### config.mk
export PLATFORM = sky130hd
export DESIGN_NAME = protective_output_start_control
export DESIGN_NICKNAME = d
export VERILOG_FILES = /design/src/rtl/curtain_pkg.sv /design/src/rtl/tick_divider.sv /design/src/rtl/pin_sync.sv /design/src/rtl/protective_output_start_control.sv
export VERILOG_INCLUDE_DIRS = /design/src /design/src/rtl
export SDC_FILE = /design/constraint.sdc
export NUM_CORES = 1
export LEC_CHECK = 0
export BUFFER_PORTS_ARGS = -buffer_cell sky130_fd_sc_hd__buf_2
export CAP_MARGIN = 20
export CORE_MARGIN = 1.5
export CORE_UTILIZATION = 25
export DETAILED_ROUTE_END_ITERATION = 7
export GPL_ROUTABILITY_DRIVEN = 0
export PLACE_DENSITY = 0.52
export REMOVE_ABC_BUFFERS = 1
export SLEW_MARGIN = 10
export SYNTH_ARGS = -nofsm -noshare
export SYNTH_HDL_FRONTEND = slang
export SYNTH_HIERARCHICAL = 1
export SYNTH_SLANG_ARGS = --single-unit
### constraint.sdc
create_clock -name clk -period 3.3 [get_ports clk]
set_input_delay 0.66 -clock clk [delete_from_list [all_inputs] [get_ports clk]]
set_output_delay 0.66 -clock clk [all_outputs]
set_load 0.1 [all_outputs]
### src/rtl/curtain_regs.svh
// Summary of operation
// auto start: outputs on whenever beams clear
// manual start: press 50..5000 ms, on at release
// manual with off: same press also switches off
// start release rising edge energizes when clear
// reject start release with contactor monitoring
// feedback must toggle in time, else lockout
// monitor time 50..1275 ms, 5 ms, default 300
// range select long or short, default long
// beam coding changes scan, longer response
// interference rejection alters coded scan pattern
// test input switches outputs per configuration
// double scan: off after two interrupted scans
// multiple scan: three scans, response plus third
// short interruption filter 0..174 ms, 2 ms
// threshold: over two clears in off, hold off; code applies it in auto start only
// on/off times 30..5000 ms, on not below off
// same settings serve muting and blanking
// qualified interruption always drops the outputs
`ifndef CURTAIN_REGS_SVH
`define CURTAIN_REGS_SVH
// register byte offsets
`define OFS_CTRL 5'h00
`define OFS_MON_TIME 5'h04
`define OFS_FILTER 5'h08
`define OFS_THRESH 5'h0C
`define OFS_STATUS 5'h10
`define OFS_IRQ_STATUS 5'h14
`define OFS_IRQ_MASK 5'h18
`define OFS_RESP_TIME 5'h1C
// control field positions
`define CTRL_MODE_LSB 0
`define CTRL_REL_EN 2
`define CTRL_MON_EN 3
`define CTRL_SHORT_RANGE 4
`define CTRL_CODING 5
`define CTRL_REJECT 6
`define CTRL_TEST_EN 7
`define CTRL_TEST_ON_HIGH 8
`define CTRL_MULTI_SCAN 9
`define CTRL_THRESH_EN 10
`define CTRL_MUTING_EN 11
`define CTRL_BLANKING_EN 12
`define CTRL_W 13
// reset values
`define CTRL_RESET 13'h0000
`define MON_STEPS_RESET 8'h3C
`define FILTER_RESET 7'h00
`define ON_MS_RESET 13'h01F4
`define OFF_MS_RESET 13'h00FA
// timing, times in ms unless stated
`define CLK_PERIOD_PS 5000
`define TICK_PERIOD_NS 1000000
`define TICK_CYCLES ((`TICK_PERIOD_NS * 1000) / `CLK_PERIOD_PS)
`define PRESS_MIN_MS 13'd50
`define PRESS_MAX_MS 13'd5000
`define MON_STEP_MS 11'd5
`define MON_STEPS_MIN 8'd10
`define FILTER_STEPS_MAX 7'd87
`define THRESH_MIN_MS 13'd30
`define THRESH_MAX_MS 13'd5000
`endif

### src/rtl/curtain_pkg.sv
`include "curtain_regs.svh"
package curtain_pkg;
  // output control states, gray along off, armed, on, hold
  typedef enum logic [2:0] {
    S_OFF = 3'h0,
    S_ARMED = 3'h1,
    S_ON = 3'h3,
    S_HOLD = 3'h2,
    S_LOCK = 3'h6
  } state_t;
  // start mode field encodings
  typedef enum logic [1:0] {
    M_AUTO = 2'h0,
    M_MANUAL = 2'h1,
    M_MANUAL_OFF = 2'h2
  } start_mode_t;
endpackage

### src/rtl/tick_divider.sv
`timescale 1ns/1ps
`default_nettype none
// one-cycle enable every CYCLES clocks
module tick_divider #(
  parameter int CYCLES = 200000
) (
  input wire logic clk,
  input wire logic resetn,
  output logic tick
);
  if (CYCLES < 2) begin : g_bad
    $error("tick divider needs at least two cycles");
  end
  logic [31:0] count; // cycles since last tick
  // free running count, pulse on wrap
  always_ff @(posedge clk) begin
    if (!resetn) begin
      count <= 32'h0;
      tick <= 1'b0;
    end else if (count == 32'(CYCLES - 1)) begin
      count <= 32'h0;
      tick <= 1'b1;
    end else begin
      count <= count + 32'h1;
      tick <= 1'b0;
    end
  end
endmodule
`default_nettype wire

### src/rtl/pin_sync.sv
`timescale 1ns/1ps
`default_nettype none
// two-flop synchroniser with edge pulses taken from the second stage
module pin_sync (
  input wire logic clk,
  input wire logic resetn,
  input wire logic pin,
  output logic level,
  output logic rise,
  output logic fall
);
  logic meta; // first stage, read only by the second
  logic prev; // level one cycle back
  // the chain resets low, so a pin already high at reset release gives one rise
  always_ff @(posedge clk) begin
    if (!resetn) begin
      meta <= 1'b0;
      level <= 1'b0;
      prev <= 1'b0;
    end else begin
      meta <= pin;
      level <= meta;
      prev <= level;
    end
  end
  assign rise = level & ~prev;
  assign fall = prev & ~level;
endmodule
`default_nettype wire

### src/rtl/protective_output_start_control.sv
`timescale 1ns/1ps
`default_nettype none
`include "curtain_regs.svh"
module protective_output_start_control #(
  parameter int TICK_CYCLES = `TICK_CYCLES,
  parameter int BASE_RESP_MS = 10,
  parameter int CODING_ADD_MS = 4,
  parameter int REJECT_ADD_MS = 6
) (
  input wire logic clk,
  input wire logic resetn,
  input wire logic [4:0] avm_address,
  input wire logic avm_read,
  input wire logic avm_write,
  input wire logic [31:0] avm_writedata,
  output logic [31:0] avm_readdata,
  output logic avm_waitrequest,
  input wire logic scan_strobe,
  input wire logic scan_interrupted,
  input wire logic start_button,
  input wire logic start_release,
  input wire logic contactor_feedback,
  input wire logic test_pin,
  output logic [1:0] protective_switch_output,
  output logic [1:0] scan_pattern,
  output logic short_range,
  output logic waiting_for_start,
  output logic lockout,
  output logic irq
);
  import curtain_pkg::*;
  if (BASE_RESP_MS < 1 || CODING_ADD_MS < 0 || REJECT_ADD_MS < 0 ||
      BASE_RESP_MS + CODING_ADD_MS + REJECT_ADD_MS > 4000) begin : g_bad
    $error("response time figures out of range");
  end

  logic tick; // one ms enable
  tick_divider #(.CYCLES(TICK_CYCLES)) u_tick (
    .clk(clk),
    .resetn(resetn),
    .tick(tick)
  );

  // pin inputs pass two flops before use
  logic start_lvl, start_fall, rel_rise, fb_rise, fb_fall, test_lvl;
  pin_sync u_start (
    .clk(clk), .resetn(resetn), .pin(start_button),
    .level(start_lvl), .rise(), .fall(start_fall)
  );
  pin_sync u_rel (
    .clk(clk), .resetn(resetn), .pin(start_release),
    .level(), .rise(rel_rise), .fall()
  );
  pin_sync u_fb (
    .clk(clk), .resetn(resetn), .pin(contactor_feedback),
    .level(), .rise(fb_rise), .fall(fb_fall)
  );
  pin_sync u_test (
    .clk(clk), .resetn(resetn), .pin(test_pin),
    .level(test_lvl), .rise(), .fall()
  );

  // configuration
  logic [`CTRL_W-1:0] ctrl; // general settings
  logic [7:0] mon_steps; // monitor time in 5 ms steps
  logic [6:0] filter_steps; // short interruption filter, 2 ms steps
  logic [12:0] on_ms; // threshold hold time
  logic [12:0] off_ms; // threshold observation window
  logic [3:0] irq_status; // sticky events
  logic [3:0] irq_mask; // enables onto irq
  state_t state;
  state_t next_state;

  // settings decode; one copy serves muting and blanking alike
  start_mode_t mode;
  logic rel_en, mon_en, multi, thr_en;
  assign mode = start_mode_t'(ctrl[`CTRL_MODE_LSB +: 2]);
  assign rel_en = ctrl[`CTRL_REL_EN];
  assign mon_en = ctrl[`CTRL_MON_EN];
  assign multi = ctrl[`CTRL_MULTI_SCAN];
  assign thr_en = ctrl[`CTRL_THRESH_EN];

  // bus slave: one wait cycle, answer on the second
  logic ack;
  logic req;
  logic wr_go;
  assign req = avm_read | avm_write;
  assign avm_waitrequest = req & ~ack;
  assign wr_go = avm_write & ack;
  always_ff @(posedge clk) begin
    if (!resetn) ack <= 1'b0;
    else ack <= req & ~ack;
  end

  // write checks; a refused write leaves the register untouched
  logic [12:0] wr_on, wr_off;
  logic ctrl_bad, mon_bad, filt_bad, thr_bad, cfg_reject;
  assign wr_on = avm_writedata[28:16];
  assign wr_off = avm_writedata[12:0];
  // release and contactor monitoring are exclusive
  assign ctrl_bad = (avm_writedata[`CTRL_REL_EN] &
                     avm_writedata[`CTRL_MON_EN]) |
                    (avm_writedata[`CTRL_MODE_LSB +: 2] == 2'h3);
  assign mon_bad = avm_writedata[7:0] < `MON_STEPS_MIN;
  assign filt_bad = avm_writedata[6:0] > `FILTER_STEPS_MAX;
  assign thr_bad = wr_on < `THRESH_MIN_MS || wr_on > `THRESH_MAX_MS ||
                   wr_off < `THRESH_MIN_MS || wr_off > `THRESH_MAX_MS ||
                   wr_on < wr_off;
  always_comb begin
    cfg_reject = 1'b0;
    if (wr_go) begin
      if (avm_address == `OFS_CTRL) cfg_reject = ctrl_bad;
      else if (avm_address == `OFS_MON_TIME) cfg_reject = mon_bad;
      else if (avm_address == `OFS_FILTER) cfg_reject = filt_bad;
      else if (avm_address == `OFS_THRESH) cfg_reject = thr_bad;
    end
  end

  // configuration registers
  always_ff @(posedge clk) begin
    if (!resetn) begin
      ctrl <= `CTRL_RESET; // auto start, long range, double scan
      mon_steps <= `MON_STEPS_RESET;
      filter_steps <= `FILTER_RESET;
      on_ms <= `ON_MS_RESET;
      off_ms <= `OFF_MS_RESET;
      irq_mask <= 4'h0;
    end else if (wr_go && !cfg_reject) begin
      if (avm_address == `OFS_CTRL)
        ctrl <= avm_writedata[`CTRL_W-1:0];
      else if (avm_address == `OFS_MON_TIME)
        mon_steps <= avm_writedata[7:0];
      else if (avm_address == `OFS_FILTER)
        filter_steps <= avm_writedata[6:0];
      else if (avm_address == `OFS_THRESH) begin
        on_ms <= wr_on;
        off_ms <= wr_off;
      end else if (avm_address == `OFS_IRQ_MASK)
        irq_mask <= avm_writedata[3:0];
    end
  end

  // scan qualification: consecutive interrupted scans
  logic [1:0] consec; // saturating run of interrupted scans
  logic raw_blocked;
  always_ff @(posedge clk) begin
    if (!resetn) consec <= 2'h0;
    else if (scan_strobe) begin
      if (!scan_interrupted) consec <= 2'h0;
      else if (consec != 2'h3) consec <= consec + 2'h1;
    end
  end
  // two scans by default, three in multiple scan
  assign raw_blocked = consec >= (multi ? 2'h3 : 2'h2);

  // short interruption filter, counted in ms while blocked
  logic [7:0] blk_ms;
  logic qualified, qual_prev, qual_fall;
  always_ff @(posedge clk) begin
    if (!resetn) blk_ms <= 8'h0;
    else if (!raw_blocked) blk_ms <= 8'h0;
    else if (tick && blk_ms != 8'hFF) blk_ms <= blk_ms + 8'h1;
  end
  assign qualified = raw_blocked &&
                     blk_ms >= {filter_steps, 1'b0};
  always_ff @(posedge clk) begin
    if (!resetn) qual_prev <= 1'b0;
    else qual_prev <= qualified;
  end
  assign qual_fall = qual_prev & ~qualified;

  // test input gate: with the on-high option the input must be high
  logic test_allow, allow;
  assign test_allow = !ctrl[`CTRL_TEST_EN] ||
                      (test_lvl == ctrl[`CTRL_TEST_ON_HIGH]);
  assign allow = test_allow && !qualified;

  // press timer; a press counts only if it lasted inside the window
  logic [12:0] press_ms;
  logic press_ok;
  always_ff @(posedge clk) begin
    if (!resetn) press_ms <= 13'h0;
    else if (!start_lvl) press_ms <= 13'h0;
    else if (tick && press_ms != 13'h1FFF) press_ms <= press_ms + 13'h1;
  end
  assign press_ok = start_fall && press_ms >= `PRESS_MIN_MS &&
                    press_ms <= `PRESS_MAX_MS;

  // threshold: clears counted within the off window
  logic [12:0] win_ms;
  logic win_open;
  logic [1:0] clears;
  logic hold_req;
  logic thr_live;
  assign thr_live = thr_en && mode == M_AUTO;
  logic hold_now; // third clear now, skip the one-cycle flash of on
  assign hold_now = thr_live && qual_fall && win_open && clears == 2'h2;
  always_ff @(posedge clk) begin
    if (!resetn) begin
      win_open <= 1'b0;
      win_ms <= 13'h0;
      clears <= 2'h0;
      hold_req <= 1'b0;
    end else begin
      if (state == S_HOLD || !thr_live) hold_req <= 1'b0;
      if (!thr_live) begin
        win_open <= 1'b0;
        clears <= 2'h0;
      end else if (qual_fall) begin
        if (!win_open) begin
          win_open <= 1'b1;
          win_ms <= 13'h0;
          clears <= 2'h1;
        end else if (clears == 2'h2) begin
          hold_req <= 1'b1; // third clear inside the window, see
          win_open <= 1'b0;
          clears <= 2'h0;
        end else clears <= clears + 2'h1;
      end else if (win_open && tick) begin
        if (win_ms >= off_ms) begin
          win_open <= 1'b0;
          clears <= 2'h0;
        end else win_ms <= win_ms + 13'h1;
      end
    end
  end

  // hold timer for the threshold on time
  logic [12:0] hold_ms;
  always_ff @(posedge clk) begin
    if (!resetn) hold_ms <= 13'h0;
    else if (state != S_HOLD) hold_ms <= 13'h0;
    else if (tick) hold_ms <= hold_ms + 13'h1;
  end

  // contactor monitor: feedback must toggle after every output change
  logic [10:0] mon_ms, fb_ms;
  logic fb_pending, mon_fail, out_on, out_prev;
  assign mon_ms = 11'(mon_steps) * `MON_STEP_MS;
  assign out_on = state == S_ON;
  always_ff @(posedge clk) begin
    if (!resetn) out_prev <= 1'b0;
    else out_prev <= out_on;
  end
  always_ff @(posedge clk) begin
    if (!resetn) begin
      fb_pending <= 1'b0;
      fb_ms <= 11'h0;
    end else if (!mon_en || state == S_LOCK) fb_pending <= 1'b0;
    else if (out_on != out_prev) begin
      fb_pending <= 1'b1;
      fb_ms <= 11'h0;
    end else if (fb_rise || fb_fall) fb_pending <= 1'b0;
    else if (fb_pending && tick && fb_ms != 11'h7FF)
      fb_ms <= fb_ms + 11'h1;
  end
  assign mon_fail = fb_pending && fb_ms >= mon_ms;

  // output state machine
  always_comb begin
    next_state = state;
    case (state)
      S_OFF: begin
        if (hold_req || hold_now) next_state = S_HOLD;
        else if (allow && mode == M_AUTO && !rel_en)
          next_state = S_ON;
        else if (allow) next_state = S_ARMED;
      end
      S_ARMED: begin
        if (hold_req) next_state = S_HOLD;
        else if (!allow) next_state = S_OFF;
        else if (rel_en && rel_rise) next_state = S_ON;
        else if (!rel_en && mode != M_AUTO && press_ok)
          next_state = S_ON;
        else if (!rel_en && mode == M_AUTO) next_state = S_ON;
      end
      S_ON: begin
        if (!allow) next_state = S_OFF;
        else if (hold_req) next_state = S_HOLD;
        else if (!rel_en && mode == M_MANUAL_OFF && press_ok)
          next_state = S_OFF;
      end
      S_HOLD: begin
        if (tick && hold_ms >= on_ms) next_state = S_OFF;
      end
      S_LOCK: next_state = S_LOCK; // only reset leaves, see
      default: next_state = S_OFF;
    endcase
    if (mon_fail) next_state = S_LOCK;
  end
  always_ff @(posedge clk) begin
    if (!resetn) state <= S_OFF;
    else state <= next_state;
  end

  // pins driven from state and settings
  always_ff @(posedge clk) begin
    if (!resetn) begin
      protective_switch_output <= 2'h0;
      scan_pattern <= 2'h0;
      short_range <= 1'b0;
      waiting_for_start <= 1'b0;
      lockout <= 1'b0;
    end else begin
      // both channels follow one decision
      protective_switch_output <= {2{next_state == S_ON}};
      // interference rejection only on top of coding
      scan_pattern <= {ctrl[`CTRL_CODING] & ctrl[`CTRL_REJECT],
                       ctrl[`CTRL_CODING]};
      short_range <= ctrl[`CTRL_SHORT_RANGE];
      waiting_for_start <= next_state == S_ARMED;
      lockout <= next_state == S_LOCK;
    end
  end

  // events: drop, lockout, refused setting, start accepted
  logic [3:0] events;
  logic [3:0] w1c;
  assign events = {state == S_ARMED && next_state == S_ON, cfg_reject,
                   state != S_LOCK && next_state == S_LOCK,
                   state == S_ON && next_state != S_ON};
  assign w1c = (wr_go && avm_address == `OFS_IRQ_STATUS) ?
               avm_writedata[3:0] : 4'h0;
  // a new event wins over a clear in the same cycle
  always_ff @(posedge clk) begin
    if (!resetn) irq_status <= 4'h0;
    else irq_status <= (irq_status & ~w1c) | events;
  end
  assign irq = |(irq_status & irq_mask);

  // reported response time grows with coding, rejection on top of coding, and scans
  logic [15:0] resp_base, resp_ms;
  always_comb begin
    resp_base = 16'(BASE_RESP_MS);
    if (ctrl[`CTRL_CODING]) begin
      resp_base = resp_base + 16'(CODING_ADD_MS);
      if (ctrl[`CTRL_REJECT])
        resp_base = resp_base + 16'(REJECT_ADD_MS);
    end
    resp_ms = resp_base;
    if (multi) resp_ms = resp_base + resp_base / 16'd3;
    resp_ms = resp_ms + {8'h0, filter_steps, 1'b0};
  end

  // read data, set as the wait cycle closes
  always_ff @(posedge clk) begin
    if (!resetn) avm_readdata <= 32'h0;
    else if (avm_read && !ack) begin
      if (avm_address == `OFS_CTRL)
        avm_readdata <= {19'h0, ctrl};
      else if (avm_address == `OFS_MON_TIME)
        avm_readdata <= {24'h0, mon_steps};
      else if (avm_address == `OFS_FILTER)
        avm_readdata <= {25'h0, filter_steps};
      else if (avm_address == `OFS_THRESH)
        avm_readdata <= {3'h0, on_ms, 3'h0, off_ms};
      else if (avm_address == `OFS_STATUS)
        avm_readdata <= {25'h0, state, ~raw_blocked, qualified,
                         fb_pending, out_on};
      else if (avm_address == `OFS_IRQ_STATUS)
        avm_readdata <= {28'h0, irq_status};
      else if (avm_address == `OFS_IRQ_MASK)
        avm_readdata <= {28'h0, irq_mask};
      else if (avm_address == `OFS_RESP_TIME)
        avm_readdata <= {16'h0, resp_ms};
      else avm_readdata <= 32'h0; // unmapped reads zero
    end
  end
endmodule
`default_nettype wire

## Word level (Yosys, flattened, before mapping)

Cells that the tools add are included.

- Register bits after elaboration: 215
- Bits of input ports: 47
- Logic and storage cells: 253

- Add/sub/neg operators: 10
- Multiply operators: 1
- Div/mod/pow operators: 1
- $lt $le $gt $ge: 14
- Equality and inequality tests: 31
- Multiplexer cells: 59
- Bitwise logic cells: 28
- Reductions and logical operators: 69

Operators with widths:

| kind | number |
|---|---|
| $mux 29 | 4 |
| $mux 16 | 5 |
| $mux 13 | 4 |
| $add 13x1->13 const B | 3 |
| $mux 3 | 13 |
| $mux 11 | 3 |
| $add 32x1->32 const B | 1 |
| $eq 32x18->1 const B | 1 |
| $logic_and 1x1->1 | 29 |
| $ge 13x13->1 | 2 |
| $gt 13x13->1 const B | 2 |
| $lt 13x5->1 const B | 2 |
| $eq 5x5->1 const B | 4 |
| $mux 1 | 19 |
| $add 16x16->16 | 1 |
| $add 16x8->16 | 1 |
| $div 16x2->16 const B | 1 |
| $pmux 3 s5 | 1 |
| $mux 2 | 7 |
| $ge 13x6->1 const B | 1 |
| $le 13x13->1 const B | 1 |
| $lt 13x13->1 | 1 |
| $ne 13x13->1 const B | 1 |
| $not 1->1 | 13 |
| other kinds (43) | 93 |

## Depth between registers and ports, before layout

Gate-level depths: netlist of the first run.

- Depth in word-level cells: 15
- Gate-level depth with buffers: 18
- Gate-level depth less buffers: 18

## Hierarchy

The synthesis of the first run kept the hierarchy.

By module, submodules not included:

| module | times used | cells each | area an instance (µm²) | seq. area each (µm²) |
|---|---|---|---|---|
| protective_output_start_control | 1 | 1172 | 9561.7 | 3303.2 |
| tick_divider | 1 | 182 | 1604.0 | 660.6 |
| pin_sync | 4 | 8 | 91.3 | 60.1 |

## Worst setup path after synthesis of the first run

OpenSTA, ideal clock, no wires.

- Path type: reg2reg
- Start: register mon_steps[3]
- End: register waiting_for_start
- Library setup time: 91 ps
- Data arrival time: 3492 ps
- Required time: 3209 ps
- Slack: -283 ps
- Cell stages (with the launch flop): 19
- Buffers on the path: 0
- Period minus slack after synthesis: 3583 ps
- Cells stage by stage: dfxtp_1 > ha_1 > ha_1 > inv_1 > fa_1 > inv_1 > a21oi_1 > o21bai_1 > a21o_1 > a21oi_1 > xor2_1 > ha_1 > o21ai_0 > nor2_1 > o31ai_1 > o21ai_0 > or3b_2 > nor2_1 > nor4bb_1

- Word-level cells in the longest chain between the ends: 5

Ends and longest elaborated chain:

| what | line | source |
|---|---|---|
| from (decl) | protective_output_start_control.sv:65 | `logic [7:0] mon_steps;` |
| from (signal assigned) | protective_output_start_control.sv:123 | `` mon_steps <= `MON_STEPS_RESET; `` |
| from (signal assigned) | protective_output_start_control.sv:132 | `mon_steps <= avm_writedata[7:0];` |
| $mul 8x3->11 (no line) | n/a |  |
| $ge 11x11->1 | protective_output_start_control.sv:257 | `assign mon_fail = fb_pending && fb_ms >= mon_ms;` |
| $logic_and 1x1->1 | protective_output_start_control.sv:257 |  |
| $mux 3 | protective_output_start_control.sv:289 | `if (mon_fail) next_state = S_LOCK;` |
| $eq 3x1->1 | protective_output_start_control.sv:311 | `waiting_for_start <= next_state == S_ARMED;` |
| to (signal assigned) | protective_output_start_control.sv:302 | `waiting_for_start <= 1'b0;` |
| to (signal assigned) | protective_output_start_control.sv:311 |  |
| to (decl) | protective_output_start_control.sv:27 | `output logic waiting_for_start,` |

No other way between the ends.
A chain may end at the register's enable or synchronous reset.

## Final worst setup path of the first run

- Start: register mon_steps[1]
- End: register irq_status[0]

- Word-level cells in the longest chain between the ends: 7

Ends and longest elaborated chain:

| what | line | source |
|---|---|---|
| $mul 8x3->11 (no line) | n/a |  |
| $ge 11x11->1 | protective_output_start_control.sv:257 |  |
| $logic_and 1x1->1 | protective_output_start_control.sv:257 |  |
| $mux 3 | protective_output_start_control.sv:289 |  |
| $ne 3x2->1 | protective_output_start_control.sv:321 | `state == S_ON && next_state != S_ON};` |
| $logic_and 1x1->1 | protective_output_start_control.sv:321 |  |
| $or 4x4->4 | protective_output_start_control.sv:327 | `else irq_status <= (irq_status & ~w1c) \| events;` |
| to (signal assigned) | protective_output_start_control.sv:327 |  |
| to (decl) | protective_output_start_control.sv:69 | `logic [3:0] irq_status;` |

No other way between the ends.

==> metrics.txt, run 1 <==
post-route design area 13,800 µm²; CP delay by family, top adder cells; pre-CTS WS -0.622 ns; cell mode on critical path buf_4; MaxCap Viol Count 0; IO Pins 88; Worst Hold Class input pin to flop; Final period util 1.08; Setup Viol. Count Final 5; largest net degree at the start of global routing 52; slew margin rel. 0.515; clock buffer depth 3; DRC marker count from the first detailed-route iteration 585; global route total overflow 0; Setup CP Type flop to flop; routed len/inst about 16 µm; Max IR drop VDD between 300 and 400 µV; worst clock skew about 0.018 ns; post-DP HPWL between 20,000 and 25,000 µm; first-pass GRT wire length 53,000 µm; leakage 5.36 nW; hold-fix buffers at CTS 0; Vias/cell 4.84; Worst setup SP type flop; synthesized instance count 1,380; status finished with violations; Die Span X 217 µm; Reg clk slew, reported paths 0.06 ns; Synthesis Warnings 6; insertion delay to the later sink of the worst-skew pair roughly 0.55 ns; area of the mapped netlist between 10,000 and 15,000 µm²; Starting Density 0.253; Final Power 6.26 mW; clk sinks 209; TritonCTS Buffers 26; GR Util All Layers 0.139; # DRC 0; arrival time at the worst endpoint 3.99 ns; min cycle time layout between 3 and 4 ns; First-pass DRT Iterations 5; Worst Slack Setup Final -0.262 ns; ANT cells 0; clock root cell clkbuf_16; initial antenna violation count 0; layout cells sized above 1 0.153; DIE HEIGHT 217 µm; Max Freq approximately 0.28 GHz; H-tree levels 1; P per Cell Area 453 nW/µm²; slowest stage cell, crit path or3b_4; unrepaired setup endpoints after global routing true; DIE AREA 47,200 µm²; Final TNS setup -1.21 ns; CTS tree done; # rows 78; # nets final 1,607; violated checks negative setup slack; Mapped Avg Cell Area 8.32 µm²; vias 10,100; crit-path max FO 2; Least-Margin Pin Slew 0.723 ns; CP Cell Sequence ha_4 -> ha_4 -> inv_2 -> fa_2 -> inv_2 -> a21oi_2 -> o21bai_1 -> buf_4 -> buf_4 -> buf_4 -> xnor2_2 -> ha_2 -> nand4_1 -> nor3_2 -> o31ai_2 -> o21ai_2 -> or3b_4 -> buf_6 -> nor3_2 -> a21oi_1; max incr delay on CP 0.42 ns; Core Area 45,400 µm²; Buf/Inv on CP 6; area post-placement 12,700 µm²; Slew Limit Fails 0; area grow syn2layout 20.4%; WL final ~33,000 µm; vias in the first global route 9,874; Final Hold Vio Count 0; crit end category flop; Routed Antenna Nets 0; Req. time, crit path between 3 and 4 ns; Hold Crit Depth 2; PortBufs 75; FF-to-FF path depth 20; # fillers 4,869; Worst path depth 20
registers in the layout (all words and copies together), names as in the netlist, 13 cells and up:
signal        cells
u_tick/count     32
avm_readdata     26
ctrl             13
hold_ms          13
off_ms           13
on_ms            13
press_ms         13
win_ms           13
power breakdown:
| part | switching (mW) | leakage, nW | internal, mW |
|---|---|---|---|
| Combinational | 0.421 | 3.22 | 0.164 |
| Clock | 1.17 | 0.449 | 1.91 |
| Sequential | 0.0336 | 1.69 | 2.56 |
stage by stage:
stage	util	std cells	hold WS, ns
6_report	0.305	2092	0.331
5_1_grt	0.305	2092	0.322
4_1_cts	0.303	2089	0.306
3_5_place_dp	0.280	2039	0.416
3_3_place_gp	0.280	2039	0.418
2_1_floorplan	-	1317	0.406
cell type report:
| cell class | count | area [µm²] | share of cell area |
|---|---|---|---|
| repair buffers | 127 | 796 | 0.0576 |
| well taps | 600 | 751 | 0.0543 |
| inverters | 85 | 319 | 0.0231 |
| flip-flops and latches | 209 | 4190 | 0.303 |
| multi-input cells | 1023 | 6840 | 0.495 |
| clock buffers | 33 | 707 | 0.0511 |
| clock inverters | 15 | 223 | 0.0161 |
layout by cell type, fill, tap and decap left out, drive strengths merged, types with 33 or more instances in the layout:
| cell | n |
|---|---|
| a21oi | 86 |
| buf | 127 |
| clkbuf | 33 |
| dfxtp | 209 |
| ha | 85 |
| inv | 85 |
| nand2 | 130 |
| nand3 | 74 |
| nand4 | 34 |
| nor2 | 101 |
| nor2b | 34 |
| o21ai | 86 |
| xor2 | 33 |
metal layers:
metal  track usage  up-vias  routed length, µm  part of all wire
li1              -     5086                  -                 -
met1         0.177     4847              15000              0.45
met2         0.241      157              16000              0.48
met3        0.0203       45               1170             0.035
met4        0.0465        0                884             0.027
met5             0        -                  0                 0
timing repair:
item / CTS / global route
gates resized for setup: 27 / 11
setup buffers: 2 / 2
pin swaps: 15 / 19
endpoints found under the setup margin: 9 / 13
final timing paths:
path | from | end | slack [ns]
setup / recovery | mon_steps[1] | irq_status[0] | -0.26
hold / removal | start_button | u_start/meta | 0.33
setup reg to reg | mon_steps[1] | irq_status[0] | -0.26
hold reg to reg | u_fb/meta | u_fb/level | 0.42
No activity file was read; power rests on OpenSTA's default activity.
==> inputs of run 2 (changes only) <==
MAX_ROUTING_LAYER = met4   (was default)
==> run 2 against run 1 <==
  * The flow still finishes with violations (negative setup slack)
  * Sequential power about the same
  * Sequential cell count is the same
  * Power about the same
  * Sequential share of layout area is the same
  * Largest power group unchanged
  * Fmax hardly changed
  * First-iteration DRC count down 2.7%
  * Die area is the same
  * Via count about the same
  * Clock-buffer cell count stayed put
==> metrics.txt, run 2 (same netlist as run 1, synthesis figures left out) <==
vias in the first global route 9,860; routed len/inst 15.8 µm; PortBufs 75; Placed Cells 2,039; most frequent cells in the layout dfxtp_1, nand2_1, nor2_1, inv_1, o21ai_0; status finished with violations; Setup Viol. Count Final 5; TritonCTS Buffers 26; Comb power frac 0.093; clock root cell clkbuf_16; H-tree levels 1; Core Area 45,400 µm²; cell mode on critical path buf_4; global route total overflow 0; CTS tree done; Worst Hold Class input pin to flop; insertion delay to the later sink of the worst-skew pair roughly 0.55 ns; DIE HEIGHT between 200 and 250 µm; GR Util All Layers 0.144; P per Cell Area 453 nW/µm²; net switching power roughly 1.6 mW; slowest stage cell, crit path or3b_4; crit end category flop; area grow syn2layout 20.4%; Final Hold Vio Count 0; initial antenna violation count 0; Setup CP Type flop to flop; First-pass DRT Iterations 5; Slew Limit Fails 0; largest net degree at the start of global routing 52; CP Cell Sequence ha_4 -> ha_4 -> inv_2 -> fa_2 -> inv_2 -> a21oi_2 -> o21bai_1 -> buf_4 -> buf_4 -> buf_4 -> xnor2_2 -> ha_2 -> nand4_1 -> nor3_2 -> o31ai_2 -> o21ai_2 -> or3b_4 -> nor2_4 -> buf_6 -> and3_1; Vias/cell 4.84; vias 10,100; commonest non-fill, non-tap cell in the layout dfxtp_1; Reg clk slew, reported paths about 0.06 ns; internal power 4.64 mW; DRC marker count from the first detailed-route iteration approximately 570; Req. time, crit path 3.79 ns; leakage 5.36 nW; arrival time at the worst endpoint 4.05 ns; Starting Density 0.253; Final Power 6.26 mW; post-DP HPWL 25,000 µm; Die Span X 217 µm; Regs by FF count u_tick/count: 32 flops, avm_readdata: 26 flops; Hold Slack 0.330 ns; slew margin rel. 0.513; Util after Layout 0.305; Seq pwr share 0.414; ANT cells 0; # nets final around 1,600; max reg flops 32; Routed Antenna Nets 0; max incr delay on CP approximately 0.42 ns; layout cells sized above 1 0.153; fin cells approximately 2,100; # rows 78; clock buffer depth 3; Max IR drop VDD 333 µV; min cycle time layout 3.56 ns; violated checks negative setup slack; unrepaired setup endpoints after global routing true; WL final between 30,000 and 40,000 µm; Final period util 1.08; switch share 0.260; hold-fix buffers at CTS 0; Worst Slack Setup Final -0.264 ns; worst clock skew 0.0177 ns; crit-path max FO 2; largest reg by FF count u_tick/count; Least-Margin Pin Slew between 0.7 and 0.8 ns; Worst setup SP type flop; clock network power share 0.493; DIE AREA 47,200 µm²; IO Pins 88; MaxCap Viol Count 0; first-pass GRT wire length about 53,000 µm; clk sinks approximately 210; # DRC 0; Max Freq 0.281 GHz
run 2: cell counts in the layout (fill, tap and decap cells not counted):
Identical to the previous run, type by type.
run 2: path summary, 6_finish.rpt:
path                 from                           to  slack [ns]  depth (start not counted)
min reg2reg     u_fb/meta                   u_fb/level        0.42                          1
max reg2reg  mon_steps[1]  protective_switch_output[0]       -0.26                         20
min          start_button                 u_start/meta        0.33                          2
max          mon_steps[1]  protective_switch_output[0]       -0.26                         20
run 2: layer usage:
layer / global-route usage / wire length [µm] / up-vias
li1: - / - / 5088
met1: 0.177 / 15000 / 4827
met2: 0.241 / 16000 / 166
met3: 0.0203 / 1240 / 50
met4: 0.0465 / 889 / 0
met5: - / 0 / -
run 2: final cells by class:
class	instances	area [µm²]
Tap cell	600	751
Clock inverter	15	223
Clock buffer	33	707
Sequential cell	209	4190
Multi-Input combinational cell	1023	6840
Timing Repair Buffer	127	796
Fill cell	4869	31600
Inverter	85	319
run 2: through the flow:
stage          TNS [ns]  setup WS, ns  cell area [µm²]
2_1_floorplan    -26.32         -1.00            11200
3_3_place_gp      -2.95        -0.570            12700
3_5_place_dp      -3.45        -0.622            12700
4_1_cts           -1.30        -0.275            13800
5_1_grt           -2.27        -0.441            13800
6_report          -1.23        -0.264            13800
run 2: repair_timing:
item	CTS	global route
resized for setup	27	11
gates cloned	0	0
pin swaps	15	19
setup endpoints to repair	9	13
setup buffers	2	2
run 2: critical path, delay by kind of cell, from the launching register on:
family | cells | cell delay, ns
adder cells (fa/ha/maj) | 4 | 1.02
flip-flops | 1 | 0.34
XOR/XNOR | 1 | 0.10
buffers and inverters | 6 | 0.53
AND/OR/NAND/NOR | 5 | 0.90
AO/OA/AOI/OAI | 4 | 0.60
run 2: power groups by stage:
| stage | Clock, mW | Sequential, mW | Combinational [mW] |
|---|---|---|---|
| floorplan | 0 | 2.77 | 0.229 |
| detailed placement | 0 | 2.65 | 0.568 |
| global route | 3.28 | 2.60 | 0.626 |
| global placement | 0 | 2.65 | 0.562 |
| CTS | 3.19 | 2.59 | 0.583 |
| finish | 3.09 | 2.59 | 0.584 |
==> inputs of run 3 (changes only) <==
BUFFER_PORTS_ARGS = default   (was -buffer_cell sky130_fd_sc_hd__buf_2)
DONT_BUFFER_PORTS = 1   (was default)
PLACE_DENSITY = 0.51   (was 0.52)
==> run 3 against run 2 <==
  * The flow still finishes with violations (negative setup slack)
  * Critical path depth fell by 4
  * Cell area fell by 3.8%
  * Sequential share of layout area rose by 1.2 points
  * Highest routed layer unchanged
  * Setup slack improved by 0.10 ns
  * Routed wire length fell by 0.19%
  * Register-to-register slack improved by 0.10 ns
  * Largest cell class unchanged
  * Fmax rose by 3.0%
  * Sequential power rose by 5%
  * Global-route usage fell by 0.11 points
  * Clock skew barely moved
  * Power fell by 5.1%
  * Critical path type unchanged
==> metrics.txt, run 3 (same netlist as run 1, synthesis figures left out) <==
status finished with violations; violated checks negative setup slack; layout cells sized above 1 0.0998; Req. time, crit path 3.73 ns; Final Power between 5 and 6 mW; DRC marker count from the first detailed-route iteration roughly 670; reg2reg start mon_steps[2]; leakage a little under 5 nW; min cycle time layout around 3.5 ns; P per Cell Area 447 nW/µm²; arrival time at the worst endpoint 3.89 ns; Setup CP Type flop to flop; Worst setup SP type flop; Setup Viol. Count Final 5; crit-path max FO 3; unrepaired setup endpoints after global routing true; Hold Crit Depth 2; first-pass GRT wire length 52,600 µm; Worst Slack Setup Final -0.162 ns; Vias/cell 4.91; most frequent cells in the layout dfxtp_1, nand2_1, nor2_1, o21ai_0; Max IR drop VDD 351 µV; DIE HEIGHT 217 µm; hold-fix buffers at CTS 0; vias 9,843; TritonCTS Buffers 26; Reg clk slew, reported paths around 0.060 ns; MaxCap Viol Count 0; clock root cell clkbuf_16; area post-placement approximately 12,000 µm²; post-DP HPWL 24,200 µm; vias in the first global route 9,487; IO Pins 88; post-route design area 13,300 µm²; routed len/inst approximately 16 µm; DIE AREA 47,200 µm²; area grow syn2layout 15.8%; fin cells 2,006; # DRC 0; crit end category flop; Regs by FF count u_tick/count: 32 flops, avm_readdata: 26 flops; CTS tree done; GR Util All Layers 0.142; largest net degree at the start of global routing ~140; R2R Path End irq_status[0]; hold path start avm_writedata[24]; WL final 33,000 µm; # nets final 1,520; Core Area 45,400 µm²; worst clock skew roughly 0.018 ns; Least-Margin Pin Slew around 1.1 ns; reg-to-reg slack, setup -0.16 ns; Max Freq about 0.29 GHz; First-pass DRT Iterations 5; Hold Path End on_ms[8]; FF-to-FF path depth 16; H-tree levels 1; Final Hold Vio Count 0; largest reg by FF count u_tick/count; max reg flops 32; # rows 78; Placed Cells 1,956; slew margin rel. 0.264; clock buffer depth 3; insertion delay to the later sink of the worst-skew pair 0.55 ns; global route total overflow 0; Die Span X ~220 µm; commonest non-fill, non-tap cell in the layout dfxtp_1; initial antenna violation count 3; Hold Slack around 0.23 ns; Slew Limit Fails 0; Routed Antenna Nets 0; pre-CTS WS -0.602 ns; clk sinks 209; Final period util 1.05; Worst Hold Class input pin to flop; PortBufs 0; Starting Density 0.253
==> run 3: cell types whose count changed in the layout (fill, tap and decap cells not counted), sizes merged <==
cell      previous run  this run
buf                127        40
clkbuf              33        37
bufinv               5         2
diode                0         3
clkinvlp             3         1
inv                 85        84
==> run 3: worst max path at each step <==
| stage | cells past startpoint | start | slack (ns) | to |
|---|---|---|---|---|
| 5_1_grt | 16 | mon_steps[2] | -0.35 | irq_status[0] |
| 4_1_cts | 19 | mon_steps[1] | -0.26 | irq_status[0] |
| 3_5_place_dp | 15 | mon_steps[2] | -0.60 | waiting_for_start |
| 3_3_place_gp | 16 | mon_steps[2] | -0.53 | irq_status[0] |
| 6_report | 16 | mon_steps[2] | -0.16 | irq_status[0] |
| 2_1_floorplan | 5 | avm_address[4] | -1.00 | off_ms[0] |
==> run 3: critical path, stage by stage (launching register included) <==
cell and delay (ns):
dfxtp_4 0.36, ha_4 0.26, ha_4 0.23, a21o_1 0.18
a21oi_4 0.13, o21bai_1 0.10, a21oi_2 0.19, xor2_1 0.19
ha_1 0.28, a211oi_2 0.21, nor2_1 0.09, o31ai_2 0.25
o21ai_2 0.13, or3b_4 0.42, buf_6 0.14, nor3_4 0.11
a21oi_2 0.07
==> run 3: cell type report <==
class / count / area (µm²)
antenna: 3 / 7.51
clock buffer: 37 / 742
clock inverter: 9 / 109
fill: 4823 / 32100
inverter: 85 / 319
multi-input combinational: 1023 / 6870
sequential: 209 / 4190
tap: 600 / 751
timing repair buffer: 40 / 304
==> run 3: where the power goes <==
| group | internal (mW) | total, mW | leakage, nW | switching [mW] |
|---|---|---|---|---|
| logic | 0.128 | 0.350 | 2.82 | 0.221 |
| clock network | 1.71 | 2.87 | 0.418 | 1.16 |
| registers | 2.56 | 2.72 | 1.69 | 0.160 |
| total | 4.40 | 5.94 | 4.92 | 1.54 |
==> run 3: metal layers <==
metal  global-route usage  routed length [µm]
met1                0.180               15100
met2                0.232               15600
met3               0.0226                1380
met4               0.0447                 896
met5                    -                   0
==> run 3: what timing repair did <==
action | 4_1_cts | 5_1_grt
setup endpoints to repair | 9 | 13
pin swaps | 19 | 17
gates resized for setup | 27 | 11
hold endpoints to repair | 0 | 0
buffers inserted | 1 | 0
==> run 3: through the flow <==
step / utilization / TNS [ns]
floorplan: - / -26.32
global placement: 0.270 / -2.57
detailed placement: 0.270 / -3.16
CTS: 0.292 / -1.22
global route: 0.293 / -1.62
finish: 0.293 / -0.664
